<file path="src/rtl/lccr_pkg.sv">
// Purpose: constants and carriers for the local configuration/control register
// Assumes: one 32-bit register at window offset 0x00, PCI clock domain
// Notes:   bit positions, offsets and reset values live here only
package lccr_pkg;
   // ==========================================================
   // offsets and widths
   localparam int          LCCR_ADDR_W     = 8;
   localparam logic [7:0]  LCCR_OFS_CTRL   = 8'h00;
   // ==========================================================
   // field positions
   localparam int          LCCR_B_MODE_LO  = 0;
   localparam int          LCCR_B_MODE_HI  = 1;
   localparam int          LCCR_B_XTAL_EN  = 2;
   localparam int          LCCR_B_LANE_LO  = 3;
   localparam int          LCCR_B_LANE_HI  = 4;
   localparam int          LCCR_B_WAKE_EN  = 7;
   localparam int          LCCR_B_ROM_CLK  = 24;
   localparam int          LCCR_B_ROM_SEL  = 25;
   localparam int          LCCR_B_ROM_DO   = 26;
   localparam int          LCCR_B_ROM_DI   = 27;
   localparam int          LCCR_B_ROM_OK   = 28;
   localparam int          LCCR_B_RELOAD   = 29;
   // ==========================================================
   // reset values
   localparam logic        LCCR_RST_BIT    = 1'b0;
   localparam logic [1:0]  LCCR_RST_LANE   = 2'h0;
   localparam logic [31:0] LCCR_ZERO32     = 32'h0000_0000;

   // ==========================================================
   // request carrier: one access through either window
   typedef struct packed {
      logic                   valid;
      logic                   mem;    // 1: memory window, 0: i/o window
      logic                   wr;
      logic [LCCR_ADDR_W-1:0] addr;
      logic [3:0]             be;
      logic [31:0]            wdata;
   } lccr_req_t;

   // eeprom-loadable fields, written by the configuration loader
   typedef struct packed {
      logic       we;
      logic       xtal_en;
      logic [1:0] lane;
      logic       wake_en;
   } lccr_load_t;
endpackage

</file>
<file path="src/rtl/lccr_ctrl.sv">
// Purpose: local configuration and control register of the pci target bridge
// Assumes: accesses arrive already decoded to the i/o or memory window
// Notes:   answer one cycle after each request; pin inputs are synchronised
`timescale 1ns/100ps
module lccr_ctrl
   import lccr_pkg::*;
(
   // clock and reset
   input  wire logic       CLOCK,
   input  wire logic       RSTN,
   // register access
   input  wire lccr_req_t  REQ,
   output logic            ACK,
   output logic            ERR,
   output logic [31:0]     RDATA,
   // configuration loader
   input  wire lccr_load_t LOAD,
   input  wire logic       ROM_VALID,
   input  wire logic       LOAD_DONE,
   output logic            RELOAD_START,
   // pins
   input  wire logic [1:0] MODE_PINS,
   input  wire logic       XTAL_OSC,
   output logic            CRYSTAL_CLOCK_OUTPUT_PIN,
   output logic            SERIAL_ROM_CLOCK_PIN,
   output logic            SERIAL_ROM_SELECT_PIN,
   output logic            SERIAL_ROM_DATA_OUT_PIN,
   input  wire logic       SERIAL_ROM_DATA_IN_PIN,
   input  wire logic       MULTIPURPOSE_PIN_TWO,
   // local bus side
   input  wire logic       BUS_IS_32,
   input  wire logic       WAKE_POLARITY,
   output logic [3:0]      MEM8_LANE_ONEHOT,
   output logic            WAKE_SET
);

   // ==========================================================
   // helpers
   function automatic logic [31:0] swap32(input logic [31:0] d);
      swap32 = {d[7:0], d[15:8], d[23:16], d[31:24]};
   endfunction

   function automatic logic onehot4(input logic [3:0] b);
      onehot4 = (b == 4'h1) || (b == 4'h2) || (b == 4'h4) || (b == 4'h8);
   endfunction

   // ==========================================================
   // pin synchronisers
   logic [1:0] mode_s1, mode_s2;
   logic       osc_s1, osc_s2, di_s1, di_s2, mio_s1, mio_s2;

   always_ff @(posedge CLOCK) begin
      mode_s1 <= MODE_PINS;
      mode_s2 <= mode_s1;
      osc_s1  <= XTAL_OSC;
      osc_s2  <= osc_s1;
      di_s1   <= SERIAL_ROM_DATA_IN_PIN;
      di_s2   <= di_s1;
      mio_s1  <= MULTIPURPOSE_PIN_TWO;
      mio_s2  <= mio_s1;
   end

   // ==========================================================
   // decode
   logic        xtal_en_r, wake_en_r, rom_clk_r, rom_sel_r, rom_do_r, reload_r;
   logic [1:0]  lane_r;
   logic        hit, bad_io;
   logic [3:0]  wmask;
   logic [31:0] wdata_reg, img, rd_bus;
   logic        set_reload;

   always_comb begin
      hit       = (REQ.addr[LCCR_ADDR_W-1:2] == LCCR_OFS_CTRL[LCCR_ADDR_W-1:2]);
      bad_io    = !REQ.mem && !onehot4(REQ.be);
      // memory lanes carry the register bytes in reversed order
      wdata_reg = REQ.mem ? swap32(REQ.wdata) : REQ.wdata;
      wmask     = REQ.mem ? {REQ.be[0], REQ.be[1], REQ.be[2], REQ.be[3]} : REQ.be;
      if (!(REQ.valid && REQ.wr && hit && !bad_io)) begin
         wmask = 4'h0;
      end
      img                 = LCCR_ZERO32;
      img[LCCR_B_MODE_HI:LCCR_B_MODE_LO] = mode_s2;
      img[LCCR_B_XTAL_EN] = xtal_en_r;
      img[LCCR_B_LANE_HI:LCCR_B_LANE_LO] = lane_r;
      img[LCCR_B_WAKE_EN] = wake_en_r;
      img[LCCR_B_ROM_CLK] = rom_clk_r;
      img[LCCR_B_ROM_SEL] = rom_sel_r;
      img[LCCR_B_ROM_DO]  = rom_do_r;
      img[LCCR_B_ROM_DI]  = di_s2;
      img[LCCR_B_ROM_OK]  = ROM_VALID;
      img[LCCR_B_RELOAD]  = reload_r;
      rd_bus = REQ.mem ? swap32(img) : (img & {{8{REQ.be[3]}}, {8{REQ.be[2]}},
                                              {8{REQ.be[1]}}, {8{REQ.be[0]}}});
      set_reload = wmask[3] && wdata_reg[LCCR_B_RELOAD];
   end

   // ==========================================================
   // access answer
   always_ff @(posedge CLOCK) begin
      if (!RSTN) begin
         ACK   <= 1'b0;
         ERR   <= 1'b0;
         RDATA <= LCCR_ZERO32;
      end else begin
         ACK <= REQ.valid;
         ERR <= REQ.valid && bad_io;
         if (REQ.valid && !REQ.wr) begin
            RDATA <= (hit && !bad_io) ? rd_bus : LCCR_ZERO32;
         end
      end
   end

   // ==========================================================
   // loadable control fields: pci write wins over the loader
   always_ff @(posedge CLOCK) begin
      if (!RSTN) begin
         xtal_en_r <= LCCR_RST_BIT;
         lane_r    <= LCCR_RST_LANE;
         wake_en_r <= LCCR_RST_BIT;
      end else if (wmask[0]) begin
         xtal_en_r <= wdata_reg[LCCR_B_XTAL_EN];
         lane_r    <= wdata_reg[LCCR_B_LANE_HI:LCCR_B_LANE_LO];
         wake_en_r <= wdata_reg[LCCR_B_WAKE_EN];
      end else if (LOAD.we) begin
         xtal_en_r <= LOAD.xtal_en;
         lane_r    <= LOAD.lane;
         wake_en_r <= LOAD.wake_en;
      end
   end

   // ==========================================================
   // serial rom bit-banging; protocol timing is left to software
   always_ff @(posedge CLOCK) begin
      if (!RSTN) begin
         rom_clk_r <= LCCR_RST_BIT;
         rom_sel_r <= LCCR_RST_BIT;
         rom_do_r  <= LCCR_RST_BIT;
      end else if (wmask[3]) begin
         rom_clk_r <= wdata_reg[LCCR_B_ROM_CLK];
         rom_sel_r <= wdata_reg[LCCR_B_ROM_SEL];
         rom_do_r  <= wdata_reg[LCCR_B_ROM_DO];
      end
   end

   // ==========================================================
   // reload request; a reload write beats a completing load, but RELOAD_START pulses only if the bit was clear
   always_ff @(posedge CLOCK) begin
      if (!RSTN) begin
         reload_r     <= LCCR_RST_BIT;
         RELOAD_START <= 1'b0;
      end else begin
         RELOAD_START <= set_reload && !reload_r;
         if (set_reload) begin
            reload_r <= 1'b1;
         end else if (LOAD_DONE) begin
            reload_r <= 1'b0;
         end
      end
   end

   // ==========================================================
   // pin outputs
   always_ff @(posedge CLOCK) begin
      if (!RSTN) begin
         CRYSTAL_CLOCK_OUTPUT_PIN <= 1'b0;
         SERIAL_ROM_CLOCK_PIN     <= 1'b0;
         SERIAL_ROM_SELECT_PIN    <= 1'b0;
         SERIAL_ROM_DATA_OUT_PIN  <= 1'b0;
         MEM8_LANE_ONEHOT         <= 4'h0;
         WAKE_SET                 <= 1'b0;
      end else begin
         // sampled copy of the oscillator: fine for a reference, not a low-jitter clock
         CRYSTAL_CLOCK_OUTPUT_PIN <= xtal_en_r && osc_s2;
         SERIAL_ROM_CLOCK_PIN     <= rom_clk_r;
         SERIAL_ROM_SELECT_PIN    <= rom_sel_r;
         SERIAL_ROM_DATA_OUT_PIN  <= rom_do_r;
         // one lane map for the local bus, all zero when the bus is 32-bit
         MEM8_LANE_ONEHOT <= BUS_IS_32 ? 4'h0 : (4'h1 << lane_r);
         WAKE_SET <= wake_en_r && (mio_s2 ^ WAKE_POLARITY);
      end
   end
endmodule

</file>
<file path="config.mk">
export PLATFORM = sky130hd
export DESIGN_NAME = lccr_ctrl
export DESIGN_NICKNAME = d
export VERILOG_FILES = /design/src/rtl/lccr_pkg.sv /design/src/rtl/lccr_ctrl.sv
export SDC_FILE = /design/constraint.sdc
export NUM_CORES = 1
export LEC_CHECK = 0
export BUFFER_PORTS_ARGS = -buffer_cell sky130_fd_sc_hd__buf_2
export CORE_MARGIN = 1
export CORE_UTILIZATION = 30
export DETAILED_ROUTE_END_ITERATION = 16
export GPL_TIMING_DRIVEN = 0
export PLACE_DENSITY = 0.7
export SYNTH_ARGS = -nofsm -noshare
export SYNTH_HDL_FRONTEND = slang
export SYNTH_SLANG_ARGS = --single-unit
</file>
<file path="constraint.sdc">
create_clock -name CLOCK -period 1.8 [get_ports CLOCK]
set_clock_uncertainty 0.1 [all_clocks]
set_input_delay 0.36 -clock CLOCK [delete_from_list [all_inputs] [get_ports CLOCK]]
set_output_delay 0.36 -clock CLOCK [all_outputs]
set_load 0.005 [all_outputs]
</file>
==> flow_summary.toml, run 1 <==
[drt]
ant_nets = 0
met1_length_mm = 2.166
dr_wl_met3_um = 496
wl_mm = 4.899
met2_length_mm = 2.196
avgViaCountPerCell = 4.580
remaining_drc_errors = 0
drt_iter0_drc = 112
top_layer = "met4"
vias = 1667
first_pass_iters = 5
wl_per_cell_um = 13.46

[synthesis]
ys_warn_count = 0
async_reset_ff_frac = 0
synth_seq_area_share = 0.4400
synthTopCellsByArea = "dfxtp_1 44%, buf_4 6.8%, mux2_2 3.9%"
synth.distinct_cells = 41
yosysTopAreaCellShare = 0.4400
syn_inst = 195
post_synth.cell_area_avg_um2 = 10.27
synth_top_area_cell = "dfxtp_1"
syn-cell-area_um2 = 2002
synth_top_flop_cell = "dfxtp_1"
synth_edf_count = 0
synth-seq-cells = 44

[clock_tree]
numCtsBuffers = 5
cts_htree_levels = 2
root_buffer = "clkbuf_8"
clockBufferDepth = 2
cts_tree = "done"
holdBufCountCts = 0
cts.clk_slew.worst_paths_ns = 0.08
cts.sinks = 44
clkLatencyLatePin_ns = 0.29

[placement]
dp.cells = 357
dp_hpwl_mm = 3.720
portBuffers = 68
dpl_cell_area_um2 = 2502
gp_congestion = 0.7965

[global_route]
grt_pass1_vias = 1551
grt_pass1_wl_mm = 7.741
grt_max_degree = 14
overflow = 0
grt.total_usage = 0.1429
antenna_found_initial = 0

[timing]
hold_ws_ns = 0.06059
max_freq_ghz = 0.5798
slew_violations = 0
fin_crit_sh = 0.9581
hold_viol_final = 0
rsz0062_at_grt = "false"
fin_crit_ns = 1.725
finalSetupViolations = 0

[layout]
antennaDiodeCount = 0
fin_nets = 350
final_cell_area_um2 = 2603
num-fill-cells = 672
multi_input_area_um2 = 999.7
fin_cells = 364
ff_latch_area_um2 = 880.8
syn2layout_area_growth_pct = 30.00
drive_gt1_frac = 0.3972

[floorplanning]
pin_count = 107
row_count = 29
die_width_um = 83.69
core_area_um2 = 6386
dieArea_um2 = 7004
chipHeight_um = 83.69
initial_utilization = 0.3135

[setup_path]
cp-end-kind = "register"
cp.arrival_ns = 1.81
cp_max_fo = 10
path_class = "in -> reg"
worst_ep_required_time_ns = 1.89
startpoint_type = "input port"

[power_and_ir_drop]
powerDensity_nw_per_um2 = 704.5
p_leak_nw = 1.236
vdd_drop_max_mv = 0.3365

[flow_run]
max_cap_violations = 0

[run_status]
status = "finished clean"

[worst_hold_path]
hp-class = "in -> reg"
==> cells in the mapped netlist (all sizes together) (4+ instances only) <==
cell type and count:
dfxtp 44, buf 23, nand2 19, and3 8, a21boi 7, and2 7, clkbuf 7, mux2 7
mux2i 7, nor2b 6, a2111o 5, a221o 5, nand2b 5, o211ai 5, and3b 4, o21ai 4
==> stage by stage <==
| stage | power (mW) | utilization | TNS [ns] | setup WS, ns |
|---|---|---|---|---|
| after detailed placement | 1.263 | 0.3919 | -4.605 | -0.3754 |
| final | 1.833 | 0.4075 | 0 | 0.07533 |
| after global routing | 1.933 | 0.4075 | 0 | 0.01639 |
| after CTS | 1.851 | 0.4056 | 0 | 0.004359 |
| after floorplan | 1.170 | - | 0 | 0.009232 |
| after global placement | 1.259 | 0.3919 | -4.025 | -0.3474 |
==> layout by cell type, fill, tap and decap left out, types with 3 or more instances in the layout <==
cell type  synthesis  final
and3b_1            4      4
a221o_1            5      5
nand2_1           19     19
a21boi_0           6      6
a21oi_1            3      3
clkbuf_1           7      6
and2_1             7      7
dfxtp_1           44     44
nand3_1            3      3
o211ai_1           4      4
mux2i_1            7      7
and3_1             8      8
a2111o_1           5      5
nor2b_1            6      5
buf_4             18     18
nand2b_1           5      5
clkbuf_8           0      5
mux2_2             7      7
o21ai_0            4      3
buf_2              3     71
conb_1             1     18
==> layer usage <==
layer	up-vias	global-route usage
met1	729	0.1861
met2	92	0.2210
li1	841	-
met4	0	0.03698
met5	-	0
met3	5	0.05539
==> worst max-delay path, stage by stage <==
cell      delay [ns]
buf_2           0.11
nor4_4          0.31
nand2_1         0.14
buf_2           0.23
a211oi_4        0.28
mux2_2          0.38
==> power by group <==
group / internal (mW) / leakage, nW / switching, mW
Combinational: 0.115 / 0.836 / 0.118
Clock: 0.263 / 0.0400 / 0.324
Sequential: 0.997 / 0.360 / 0.0168
Total: 1.37 / 1.24 / 0.459
==> worst paths after layout <==
path	startpoint	endpoint	slack, ns	cells after the start
max	REQ[39]	rom_sel_r	0.08	6
min	XTAL_OSC	osc_s1	0.06	1
max reg2reg	lane_r[0]	RDATA[27]	0.49	3
min reg2reg	mode_s1[0]	mode_s2[0]	0.23	0
==> cells by family (layout without fill, tap and decap cells) <==
logic type	count (synthesis)	in the layout	share of synthesized area
DFF	44	44	0.4400
xor gates and xnor gates	2	2	0.008752
muxes	14	14	0.07438
other	1	18	0.001873
buffers and inverters	31	106	0.1012
AOI/OAI and AO/OA	40	40	0.1869
and+or+nand+nor	63	63	0.1869
==> timing repair <==
action                                  CTS  global route
pin swaps                                 0             0
resized for setup                         1             5
setup buffers                             0             0
endpoints found under the setup margin    7             6
==> area by class of cell <==
cell class                 instances  area share
sequential                        44      0.3385
tap                               77     0.03702
clock inverter                     2    0.004808
multi-input combinational        137      0.3841
timing repair buffer              68      0.1308
buffer                            30     0.07692
inverter                           1    0.001442
clock buffer                       5     0.02644
==> flip-flops by register name, indices dropped and copies added (netlist names), 2 cells and up <==
signal,count
lane_r,2
mode_s2,2
mode_s1,2
MEM8_LANE_ONEHOT,4
RDATA,14
Note: power is estimated with default switching activity, not from simulation.
==> run 2: changes to the inputs <==
--- a/config.mk
+++ b/config.mk
@@ -5,12 +5,15 @@
 export SDC_FILE = /design/constraint.sdc
 export NUM_CORES = 1
 export LEC_CHECK = 0
+export ABC_AREA = 1
 export BUFFER_PORTS_ARGS = -buffer_cell sky130_fd_sc_hd__buf_2
 export CORE_MARGIN = 1
 export CORE_UTILIZATION = 30
+export CTS_BUF_LIST = sky130_fd_sc_hd__clkbuf_8
 export DETAILED_ROUTE_END_ITERATION = 16
 export GPL_TIMING_DRIVEN = 0
-export PLACE_DENSITY = 0.7
+export PLACE_DENSITY = 0.71
+export REMOVE_ABC_BUFFERS = 1
 export SYNTH_ARGS = -nofsm -noshare
 export SYNTH_HDL_FRONTEND = slang
 export SYNTH_SLANG_ARGS = --single-unit
==> run 2 against run 1 <==
  * Hold slack lost 0.0063 ns
  * Synthesized cell count up 31%
  * Setup slack gained 0.16 ns
  * Critical endpoint is now RDATA[5]
  * Largest cell class is now sequential cells
==> flow_summary.toml, run 2 <==
[placement]
dpl_cell_area_um2 = 2282
gp_congestion = 0.7780
portBuffers = 68
dp_hpwl_mm = 3.420
dp.cells = 392

[drt]
vias = 1777
drt_iter0_drc = 77
avgViaCountPerCell = 4.443
ant_nets = 0
first_pass_iters = 4
wl_mm = 4.579
wl_per_cell_um = 11.45
remaining_drc_errors = 0

[floorplanning]
dieArea_um2 = 6888
row_count = 29
pin_count = 107
chipHeight_um = 83.00
initial_utilization = 0.3100
die_width_um = 83.00
core_area_um2 = 6350

[synthesis]
synth_top_area_cell = "dfxtp_1"
synth_edf_count = 0
ys_warn_count = 0
synth-seq-cells = 44
yosysTopAreaCellShare = 0.4476
synth_seq_area_share = 0.4476
synth_top_flop_cell = "dfxtp_1"
async_reset_ff_frac = 0
synth.distinct_cells = 29
syn-cell-area_um2 = 1968
syn_inst = 256
yosysMostFrequentCell = "nand2_1"
synthTopCellsByArea = "dfxtp_1 45%, nand2_1 12%, buf_4 7.2%"
post_synth.cell_area_avg_um2 = 7.688
synth_top_cells_by_count = "63 x nand2_1, 44 x dfxtp_1, 23 x nor2_1"

[global_route]
overflow = 0
busiest_layer = "met2"
grt.total_usage = 0.1365
grtUsageMet2 = 0.2250
grt_pass1_wl_mm = 7.479
grt_max_degree = 23
grt_pass1_vias = 1631
met3_usage = 0.04672
use_met1 = 0.1649
antenna_found_initial = 0

[timing]
hold_ws_ns = 0.05433
hold_viol_final = 0
fin_crit_sh = 0.8710
finalSetupViolations = 0
slew_violations = 0
worstMarginPinSlew_ns = 0.6459
tns_ns = 0
fin_crit_ns = 1.568
slew_headroom = 0.5690
rsz0062_at_grt = "false"
max_freq_ghz = 0.6379

[clock_tree]
post_cts_buffers = 0
cts.sinks = 44
cts_tree = "done"
holdBufCountCts = 0
cts_htree_levels = 2
root_buffer = "clkbuf_8"
cts.clk_slew.worst_paths_ns = 0.08
numCtsBuffers = 5
clkLatencyLatePin_ns = 0.30
cts_resized = 0
clockBufferDepth = 2

[setup_path]
crit_end = "RDATA[5]"
critical_path.n_buffers_inverters = 3
crit_start = "REQ[45]"
worst_ep_required_time_ns = 1.93
critPathMaxStageDelay_ns = 0.32
cp.arrival_ns = 1.70
reg2regPathDepth = 4
cp-end-kind = "register"
critical_path.top_delay_family = "buffers and inverters"
startpoint_type = "input port"
cp.depth = 7
cp_max_fo = 18
rrSetupSlack_ns = 0.74
path_class = "in -> reg"
timing.rr.start = "rom_clk_r"
slowest_stage = "buf_2"
path_cells = "buf_2, inv_4, nand3_2, nand2_1, inv_2, nand3_1, o21ai_1"
rr_endpoint = "RDATA[24]"

[layout]
layout_commonest_cell = "buf_2"
antennaDiodeCount = 0
fin_cells = 400
syn2layout_area_growth_pct = 20.72
largest_register_ffs = 14
top_regs = "RDATA: 14 flops, MEM8_LANE_ONEHOT: 4 flops"
drive_gt1_frac = 0.2755
top_register = "RDATA"
fin_nets = 385
final_cell_mix = "68 x buf_2, 63 x nand2_1, 44 x dfxtp_1, 23 x nor2_1, 20 x inv_1"
final_cell_area_um2 = 2376

[run_status]
status = "finished clean"

[power_and_ir_drop]
powerDensity_nw_per_um2 = 778.7
p_int_mw = 1.382
p_leak_nw = 1.212
power_mw = 1.850
p_sw_mw = 0.4679
pwr-share-seq = 0.550
vdd_drop_max_mv = 0.3702
swShare = 0.2529
clockPowerShare = 0.344
power_frac_comb = 0.106

[worst_hold_path]
hp-class = "in -> reg"
worstHoldPathCells = 1

[flow_run]
max_cap_violations = 0
-- run 2: worst min-delay path by stage --
stage	from	endpoint	slack, ns
final	MODE_PINS[1]	mode_s1[1]	0.05
after global routing	MULTIPURPOSE_PIN_TWO	mio_s1	0.04
after CTS	MODE_PINS[1]	mode_s1[1]	0.05
after detailed placement	di_s1	di_s2	0.21
after global placement	mio_s1	mio_s2	0.21
after floorplan	di_s1	di_s2	0.21
-- run 2: logic make-up after synthesis --
kind of cell,after synthesis,share of synthesized area
mux,1,0.005086
other cells,1,0.001905
compound gates,45,0.1341
flops,44,0.4476
buf+inv,49,0.1399
simple gates,116,0.2715
-- run 2: through the flow --
stage          worst slack, ns  utilization
6_report                0.2323       0.3742
4_1_cts                 0.2259       0.3742
3_5_place_dp          -0.07475       0.3594
3_3_place_gp          -0.04687       0.3594
2_1_floorplan           0.4081            -
5_1_grt                 0.1054       0.3742
-- run 2: layer usage --
layer / wire length (µm) / up-vias
met5: 0 / -
met2: 2226 / 61
met1: 2006 / 784
li1: - / 924
met4: 59 / 0
met3: 287 / 8
-- run 2: worst register-to-register path, stage by stage (launching register included) --
cell       delay [ns]
dfxtp_1          0.34
inv_1            0.08
o21ai_0          0.18
o2111ai_1        0.14
a21oi_1          0.16
-- run 2: area by class of cell --
type	instances	area (µm²)
clock buffer	6	82.58
sequential	44	880.8
fill	682	3974
inverter	23	88.84
clock inverter	2	11.26
tap	77	96.34
timing repair buffer	68	340.3
multi-input combinational	180	875.8
-- run 2: power groups by stage --
stage / clock, mW / combinational (mW) / sequential, mW
6_report: 0.637 / 0.196 / 1.02
5_1_grt: 0.702 / 0.222 / 1.02
4_1_cts: 0.651 / 0.197 / 1.02
3_5_place_dp: 0 / 0.196 / 1.04
3_3_place_gp: 0 / 0.194 / 1.04
2_1_floorplan: 0 / 0.0987 / 1.04
